[src/swm_params.svh]
// offsets, field positions, reset values and constants of the syn wake / arp matcher
`ifndef SWM_PARAMS_SVH
`define SWM_PARAMS_SVH

// --------------------
// register byte offsets
// --------------------
`define SWM_OFF_DEST0    12'h6AC
`define SWM_OFF_DEST3    12'h6B8
`define SWM_OFF_PORTS    12'h6BC
`define SWM_OFF_ARP_SENDER_IP_MATCH  12'h6C0
`define SWM_OFF_ARP_TARGET_IP_MATCH  12'h6C4
`define SWM_OFF_CTRL     12'h6C8
`define SWM_OFF_STATUS   12'h6CC
`define SWM_OFF_MASK     12'h6D0
`define SWM_OFF_PHY_ID   12'h700

// --------------------
// field positions and reset values
// --------------------
`define SWM_CTRL_V6_WAKE 0
`define SWM_CTRL_ARP_EN  1
`define SWM_EVT_WAKE     0
`define SWM_EVT_ARP      1
`define SWM_PORT_DST_HI  31
`define SWM_PORT_DST_LO  16
`define SWM_PORT_SRC_HI  15
`define SWM_PORT_SRC_LO  0
`define SWM_RESET_WORD   32'h0000_0000
`define SWM_RESET_BITS   2'h0

// --------------------
// frame constants
// --------------------
`define SWM_ETYPE_ARP    16'h0806
`define SWM_ETYPE_IPV6   16'h86DD
`define SWM_NEXT_HDR_TCP 8'h06
`define SWM_BCAST_MAC    48'hFFFF_FFFF_FFFF
`define SWM_MCAST_BIT    40

`endif

[src/swm_pkg.sv]
// types shared by the syn wake / arp matcher
package swm_pkg;

    // complete state of the matcher
    typedef struct packed {
        logic [3:0][31:0] dest;     // ipv6 destination match words
        logic [31:0]      ports;    // v6_syn_port_pair
        logic [31:0]      spa;      // arp_sender_ip_match
        logic [31:0]      tpa;      // arp_target_ip_match
        logic [1:0]       ctrl;     // enables
        logic [1:0]       status;   // sticky events
        logic [1:0]       mask;     // interrupt mask
        logic             waitreq;  // bus waitrequest
        logic [31:0]      rdata;    // bus read data
        logic             wake;     // wake pulse
        logic             arp;      // arp response pulse
        logic             irq;      // interrupt level
    } swm_state_s;

endpackage

[src/swm_syn_wake_arp_match.sv]
// ipv6 syn wake and arp offload matcher with avalon registers
//
// Contract
// RULE_01: dest compare only with v6 wake on, in first or third suspend.
// RULE_02: port compare only with v6 wake on, in first suspend.
// RULE_03: a syn frame must go to our mac, a multicast or broadcast.
// RULE_04: only valid tcp segments with syn set count.
// RULE_05: addresses compare with those in the ipv6 headers.
// RULE_06: wake needs both addresses and both ports to match.
// RULE_07: dest value is four words, lowest offset bits 31:0.
// RULE_08: an all-zero address value always matches.
// RULE_09: port word is dest 31:16, source 15:0, zero matches all.
// RULE_10: with arp offload on, only type 0806h is an arp candidate.
// RULE_11: an arp candidate must go to our mac or broadcast.
// RULE_12: programmed sender and target addresses compare with spa and tpa.
// RULE_13: both matching with no receive error send an arp response.
// RULE_14: a zero arp address register always matches.
// RULE_15: the phy id word is read-only revision, model and oui bits.
// RULE_16: ipv4 addresses keep the first received byte in 31:24.
// RULE_17: a syn match gives one wake pulse, none for bad frames.
//
// Added by the designer: the Avalon-MM register port.
`timescale 1ns/1ps
`include "swm_params.svh"

module swm_syn_wake_arp_match
    import swm_pkg::*;
#(
    parameter logic [3:0]  PHY_REVISION = 4'h1,          // arbitrary value
    parameter logic [5:0]  PHY_MODEL    = 6'h2A,         // arbitrary value
    parameter logic [21:0] PHY_OUI_BITS = 22'h0A_BCDE    // arbitrary value
) (
    input  wire logic         clk_sys_in,
    input  wire logic         reset_in,
    input  wire logic [11:0]  avs_address_in,
    input  wire logic         avs_read_in,
    input  wire logic         avs_write_in,
    input  wire logic [31:0]  avs_writedata_in,
    input  wire logic [3:0]   avs_byteenable_in,
    output logic      [31:0]  avs_readdata_out,
    output logic              avs_waitrequest_out,
    input  wire logic [47:0]  station_mac_in,
    input  wire logic         first_suspend_state_in,
    input  wire logic         third_suspend_state_in,
    input  wire logic [127:0] v6_syn_source_match_in,
    input  wire logic         rx_frame_done_in,
    input  wire logic         rx_frame_error_in,
    input  wire logic [47:0]  rx_dest_mac_in,
    input  wire logic [15:0]  rx_ethertype_in,
    input  wire logic [7:0]   rx_ipv6_next_hdr_in,
    input  wire logic [127:0] rx_ipv6_src_in,
    input  wire logic [127:0] rx_ipv6_dst_in,
    input  wire logic [15:0]  rx_tcp_src_port_in,
    input  wire logic [15:0]  rx_tcp_dst_port_in,
    input  wire logic         rx_tcp_syn_in,
    input  wire logic         rx_tcp_valid_in,
    input  wire logic [31:0]  rx_arp_sender_ip_match_in,
    input  wire logic [31:0]  rx_arp_target_ip_match_in,
    output logic              wake_event_out,
    output logic              arp_respond_out,
    output logic              irq_out
);

    // --------------------
    // helpers
    // --------------------

    // zero programmed value is a wildcard, otherwise exact compare
    function automatic logic wild_match(input logic [127:0] prog, input logic [127:0] seen);
        return (prog == 128'h0) || (prog == seen);
    endfunction

    // merge write data into a word under byte enables
    function automatic logic [31:0] apply_be(input logic [31:0] old, input logic [31:0] wd,
                                             input logic [3:0] be);
        logic [31:0] res;
        res = old;
        for (int b = 0; b < 4; b++) begin
            if (be[b]) begin
                res[8*b +: 8] = wd[8*b +: 8];
            end
        end
        return res;
    endfunction

    swm_state_s st_q;
    swm_state_s st_d;

    logic        bus_req;
    logic        bus_take;
    logic        da_own;
    logic        da_bcast;
    logic        da_mcast;
    logic        v6_active;
    logic        port_active;
    logic        v6_frame_ok;
    logic        dst_ok;
    logic        src_ok;
    logic        ports_ok;
    logic        wake_hit;
    logic        arp_frame_ok;
    logic        arp_addr_ok;
    logic        arp_hit;
    logic [31:0] phy_id_word;

    // --------------------
    // frame classification
    // --------------------

    // destination mac classes
    assign da_own   = (rx_dest_mac_in == station_mac_in);
    assign da_bcast = (rx_dest_mac_in == `SWM_BCAST_MAC);
    assign da_mcast = rx_dest_mac_in[`SWM_MCAST_BIT];

    // RULE_01 address compare window
    assign v6_active   = st_q.ctrl[`SWM_CTRL_V6_WAKE]
                         && (first_suspend_state_in || third_suspend_state_in);
    // RULE_02 port compare window
    assign port_active = st_q.ctrl[`SWM_CTRL_V6_WAKE] && first_suspend_state_in;

    // RULE_03 mac filter, RULE_04 tcp syn check
    assign v6_frame_ok = (da_own || da_bcast || da_mcast)
                         && (rx_ethertype_in == `SWM_ETYPE_IPV6)
                         && (rx_ipv6_next_hdr_in == `SWM_NEXT_HDR_TCP)
                         && rx_tcp_valid_in && rx_tcp_syn_in;

    // RULE_05 header address compare, RULE_08 all-zero wildcard
    assign dst_ok = wild_match(st_q.dest, rx_ipv6_dst_in);
    assign src_ok = wild_match(v6_syn_source_match_in, rx_ipv6_src_in);

    // RULE_09 per-field port wildcards, only when ports apply
    assign ports_ok = !port_active
        || (wild_match({112'h0, st_q.ports[`SWM_PORT_DST_HI:`SWM_PORT_DST_LO]},
                       {112'h0, rx_tcp_dst_port_in})
            && wild_match({112'h0, st_q.ports[`SWM_PORT_SRC_HI:`SWM_PORT_SRC_LO]},
                          {112'h0, rx_tcp_src_port_in}));

    // RULE_06 all four matches gate the wake
    assign wake_hit = rx_frame_done_in && !rx_frame_error_in && v6_active
                      && v6_frame_ok && src_ok && dst_ok && ports_ok;

    // RULE_10 arp ethertype, RULE_11 own or broadcast only
    assign arp_frame_ok = st_q.ctrl[`SWM_CTRL_ARP_EN]
                          && (rx_ethertype_in == `SWM_ETYPE_ARP)
                          && (da_own || da_bcast);

    // RULE_12 spa/tpa compare, RULE_14 zero wildcard, RULE_16 first byte in 31:24
    assign arp_addr_ok = wild_match({96'h0, st_q.spa}, {96'h0, rx_arp_sender_ip_match_in})
                         && wild_match({96'h0, st_q.tpa}, {96'h0, rx_arp_target_ip_match_in});

    // RULE_13 response only for error-free frames
    assign arp_hit = rx_frame_done_in && !rx_frame_error_in && arp_frame_ok && arp_addr_ok;

    // RULE_15 read-only identification word
    assign phy_id_word = {PHY_REVISION, PHY_MODEL, PHY_OUI_BITS};

    assign bus_req  = avs_read_in || avs_write_in;
    assign bus_take = bus_req && !st_q.waitreq;

    // --------------------
    // next state
    // --------------------

    // bus slave, match pulses and interrupt status
    always_comb begin
        logic [31:0] rd;
        logic [1:0]  clr;
        logic [1:0]  set;
        rd  = `SWM_RESET_WORD;
        clr = 2'h0;
        set = 2'h0;
        st_d = st_q;

        // read mux, unmapped reads zero
        for (int i = 0; i < 4; i++) begin
            if (avs_address_in == `SWM_OFF_DEST0 + 12'(4 * i)) begin
                rd = st_q.dest[i];
            end
        end
        case (avs_address_in)
            `SWM_OFF_PORTS:   rd = st_q.ports;
            `SWM_OFF_ARP_SENDER_IP_MATCH: rd = st_q.spa;
            `SWM_OFF_ARP_TARGET_IP_MATCH: rd = st_q.tpa;
            `SWM_OFF_CTRL:    rd = {30'h0, st_q.ctrl};
            `SWM_OFF_STATUS:  rd = {30'h0, st_q.status};
            `SWM_OFF_MASK:    rd = {30'h0, st_q.mask};
            `SWM_OFF_PHY_ID:  rd = phy_id_word;
            default:          rd = rd;
        endcase

        // one wait cycle, then the access completes
        if (bus_req && st_q.waitreq) begin
            st_d.waitreq = 1'b0;
            st_d.rdata   = rd;
        end else begin
            st_d.waitreq = 1'b1;
        end

        // writes land on the completing edge
        if (bus_take && avs_write_in) begin
            // RULE_07 word i holds address bits 32*i+31:32*i
            for (int i = 0; i < 4; i++) begin
                if (avs_address_in == `SWM_OFF_DEST0 + 12'(4 * i)) begin
                    st_d.dest[i] = apply_be(st_q.dest[i], avs_writedata_in, avs_byteenable_in);
                end
            end
            case (avs_address_in)
                `SWM_OFF_PORTS:
                    st_d.ports = apply_be(st_q.ports, avs_writedata_in, avs_byteenable_in);
                `SWM_OFF_ARP_SENDER_IP_MATCH:
                    st_d.spa = apply_be(st_q.spa, avs_writedata_in, avs_byteenable_in);
                `SWM_OFF_ARP_TARGET_IP_MATCH:
                    st_d.tpa = apply_be(st_q.tpa, avs_writedata_in, avs_byteenable_in);
                `SWM_OFF_CTRL: begin
                    if (avs_byteenable_in[0]) begin
                        st_d.ctrl = avs_writedata_in[1:0];
                    end
                end
                `SWM_OFF_STATUS: begin
                    if (avs_byteenable_in[0]) begin
                        clr = avs_writedata_in[1:0];
                    end
                end
                `SWM_OFF_MASK: begin
                    if (avs_byteenable_in[0]) begin
                        st_d.mask = avs_writedata_in[1:0];
                    end
                end
                default: st_d.ctrl = st_d.ctrl;   // read-only and unmapped ignored
            endcase
        end

        // RULE_17 one pulse per matching frame
        st_d.wake = wake_hit;
        st_d.arp  = arp_hit;

        // sticky status, a new event beats a clear
        set[`SWM_EVT_WAKE] = wake_hit;
        set[`SWM_EVT_ARP]  = arp_hit;
        st_d.status = (st_q.status & ~clr) | set;
        st_d.irq    = |(st_d.status & st_d.mask);
    end

    // --------------------
    // state register
    // --------------------

    // all state in one flop group
    always_ff @(posedge clk_sys_in or posedge reset_in) begin
        if (reset_in) begin
            st_q         <= '0;
            st_q.waitreq <= 1'b1;
        end else begin
            st_q <= st_d;
        end
    end

    // outputs straight from flops
    assign avs_readdata_out    = st_q.rdata;
    assign avs_waitrequest_out = st_q.waitreq;
    assign wake_event_out      = st_q.wake;
    assign arp_respond_out     = st_q.arp;
    assign irq_out             = st_q.irq;
endmodule

[config.mk]
export PLATFORM = sky130hd
export DESIGN_NAME = swm_syn_wake_arp_match
export DESIGN_NICKNAME = d
export VERILOG_FILES = /design/src/swm_pkg.sv /design/src/swm_syn_wake_arp_match.sv
export VERILOG_INCLUDE_DIRS = /design/src
export SDC_FILE = /design/constraint.sdc
export NUM_CORES = 1
export LEC_CHECK = 0
export ABC_AREA = 1
export BUFFER_PORTS_ARGS = -buffer_cell sky130_fd_sc_hd__buf_4
export CORE_AREA = 3 3 270 272
export CTS_CLUSTER_DIAMETER = 40
export DETAILED_ROUTE_END_ITERATION = 8
export DIE_AREA = 0 0 273 275
export PLACE_DENSITY = 0.49
export REMOVE_ABC_BUFFERS = 1
export SETUP_SLACK_MARGIN = 0.1
export SLEW_MARGIN = 20
export SYNTH_ARGS = -nofsm -noshare
export SYNTH_HDL_FRONTEND = slang
export SYNTH_SLANG_ARGS = --single-unit
[constraint.sdc]
create_clock -name clk_sys_in -period 17.57 [get_ports clk_sys_in]
set_input_delay 1.757 -clock clk_sys_in [delete_from_list [all_inputs] [get_ports clk_sys_in]]
set_output_delay 1.757 -clock clk_sys_in [all_outputs]
set_load 0.01 [all_outputs]
==> run_results.csv <==
group,metric,value,unit
critical_path,crit_path_start_kind,"input port",
floorplan,num_rows,98,
sta,final_hold_viol_count,0,
synth,synthCells,2592,
route,wl_per_cell,23.8,um
grt,grt_pass1_wl,140000,um
floorplan,die_x,273,um
floorplan,die_h,275,um
critical_path,rr_worst_depth,11,
pwr,ir_drop,0.0677,mV
pwr,power.total,1.91,mW
layout,multiInputGateArea,0.0103,mm^2
critical_path,end_kind,"flop",
worst_hold_path,worstHoldStart,"avs_readdata_out[23]",
critical_path,endpoint,"st_q[173]",
route,vias,19981,
floorplan,pin_count,694,
sta,setup_ws,12900,ps
placed_design,dp_slack,12360,ps
layout,layout_commonest_cell,"nand2_1",
cts,clock_path_buffers,3,
critical_path,path_class,"in -> reg",
route,firstDrtPassIters,5,
placed_design,gp_congestion,0.953,
cts,cts_buffers,51,
layout,final_core_util,36.9,%
sta,tns,0,ps
cts,post_cts_buffers,0,
route,postRouteAntennaNets,0,
synth,synth_seq_cells,266,
layout,nets,3914,
grt,antenna_found_initial,13,
layout,seq_area,0.00666,mm^2
synth,yosysWarnings,0,
cts,cts-htree-levels,2,
pwr,p_leak,12.4,nW
critical_path,critPathMaxFanout,40,
layout,stdcell_area,0.0262,mm^2
route,drtIter0Drc,1592,
placed_design,hpwl,84200,um
flow_run,drv_cap,0,
placed_design,post_dp_cell_area,0.0244,mm^2
critical_path,reg2reg_from,"st_q[193]",
cts,clkSlewWorstSetupHoldPaths,50,ps
cts,cts_tree,"done",
sta,tightestPinTransition,1130,ps
grt,grt_pass1_vias,19378,
cts,root_buffer,"clkbuf_16",
outcome,status,"completed",
worst_hold_path,hp-class,"reg -> reg",
critical_path,r2r_slack,14890,ps
critical_path,arrival,5140,ps
sta,final.min_clock_period,4670,ps
pwr,p_per_area,73.1,mW/mm^2
synth,synth_seq_area_share,36.1,%
cts,post_cts_resized,0,
grt,track_usage,26.0,%
critical_path,reg2reg_to,"irq_out",
sta,setup_viol,0,
layout,drive_gt1_share,25.2,%
route,drc_errors,0,
route,vias_per_cell,4.69,
sta,skew,28.7,ps
cts,cts_sinks,266,
critical_path,worstSetupStartpoint,"avs_address_in[10]",
layout,most-common-layout-cells,"nand2_1, buf_4, xnor2_1",
sta,relSlewSlack,24.1,%
grt,grt_overflow,0,
synth,syn-cell-area,0.0184,mm^2
synth,yosysUniqueCellTypes,41,
floorplan,die_area,0.0751,mm^2
synth,syn_avg_cell_area,7.11,um^2
sta,slew_violations,0,
sta,rsz0062_at_grt,"false",
layout,n_fill_cell,7664,
grt,grt_max_degree,155,
cts,ctsHoldBuffers,0,
critical_path,critPathRequiredTime,18030,ps
floorplan,core-area,0.0710,mm^2
placed_design,portBuffers,693,
sta,max_freq,214,MHz
route,wl,101000,um
cts,clock_latency,590,ps
sta,hold_slack,480,ps
sta,fin_crit_sh,26.6,%
layout,fin_cells,4257,
layout,area_growth_syn_to_layout,42.1,%
placed_design,dp.cells,4153,
floorplan,initial_utilization,26.0,%
sequential cells by signal (all words and copies together) (netlist names):
name and cells:
arp_respond_out 1, avs_readdata_out 32, avs_waitrequest_out 1, irq_out 1, st_q 230, wake_event_out 1
layout make-up:
| class | instances | area share [%] |
|---|---|---|
| multi-input cells | 1979 | 39.4 |
| diodes | 11 | 0.105 |
| inverters | 258 | 3.73 |
| clock buffers | 67 | 5.41 |
| clock inverters | 26 | 1.28 |
| repair buffers | 700 | 20.1 |
| well taps | 950 | 4.54 |
| flip-flops and latches | 266 | 25.4 |
cells in the mapped netlist, drive strengths merged:
| library cell | instances | area share [%] |
|---|---|---|
| a21o | 14 | 0.57 |
| a21oi | 79 | 2.1 |
| a221oi | 10 | 0.48 |
| a22o | 1 | 0.048 |
| a2bb2oi | 1 | 0.048 |
| a31oi | 14 | 0.48 |
| and3 | 1 | 0.034 |
| buf | 56 | 2.1 |
| clkbuf | 33 | 0.67 |
| clkinv | 2 | 0.041 |
| dfrtp | 265 | 36 |
| dfstp | 1 | 0.14 |
| inv | 256 | 5.2 |
| nand2 | 783 | 16 |
| nand3 | 68 | 1.9 |
| nand3b | 4 | 0.16 |
| nand4 | 47 | 1.6 |
| nor2 | 242 | 5.1 |
| nor3 | 23 | 0.74 |
| nor3b | 1 | 0.041 |
| nor4 | 76 | 2.6 |
| nor4b | 1 | 0.048 |
| o2111ai | 2 | 0.095 |
| o21ai | 234 | 6.4 |
| o21bai | 1 | 0.041 |
| o22ai | 24 | 0.81 |
| o31ai | 1 | 0.041 |
| or2 | 17 | 0.58 |
| xnor2 | 318 | 15 |
| xor2 | 17 | 0.81 |
where the power goes:
part / total, mW / switching, mW / leakage [nW] / internal (mW)
registers: 0.616 / 0.00142 / 3.70 / 0.615
clock network: 1.01 / 0.353 / 0.856 / 0.658
logic: 0.287 / 0.137 / 7.85 / 0.150
total: 1.91 / 0.491 / 12.4 / 1.42
worst max-delay path: stages:
cell and delay [ps]:
buf_4 80, inv_1 80, nor2_2 150, nand2_2 170
inv_2 600, nand2_1 790, inv_2 810, nand2_1 370
o21ai_0 250, inv_1 50
how the worst min path moves through the flow:
stage	slack, ps	cells past startpoint	endpoint
floorplan	450	2	st_q[41]
global placement	470	2	st_q[73]
detailed placement	470	2	avs_readdata_out[23]
CTS	480	2	avs_readdata_out[23]
global route	500	1	avs_readdata_out[22]
finish	480	2	avs_readdata_out[23]
layer usage:
metal,global-route usage [%],vias to the layer above,routed length [um]
li1,-,9689,-
met1,34.2,9404,43700
met2,43.9,775,48400
met3,4.26,109,6640
met4,7.29,4,2610
met5,0,-,20
cells by family after synthesis:
group	count (synthesis)	synth area share, %
AO/OA/AOI/OAI	381	11.1
XOR/XNOR	335	15.9
buffers and inverters	347	8.00
flip-flops	266	36.1
AND/OR/NAND/NOR	1263	28.8
No activity file was read; power rests on OpenSTA's default activity.
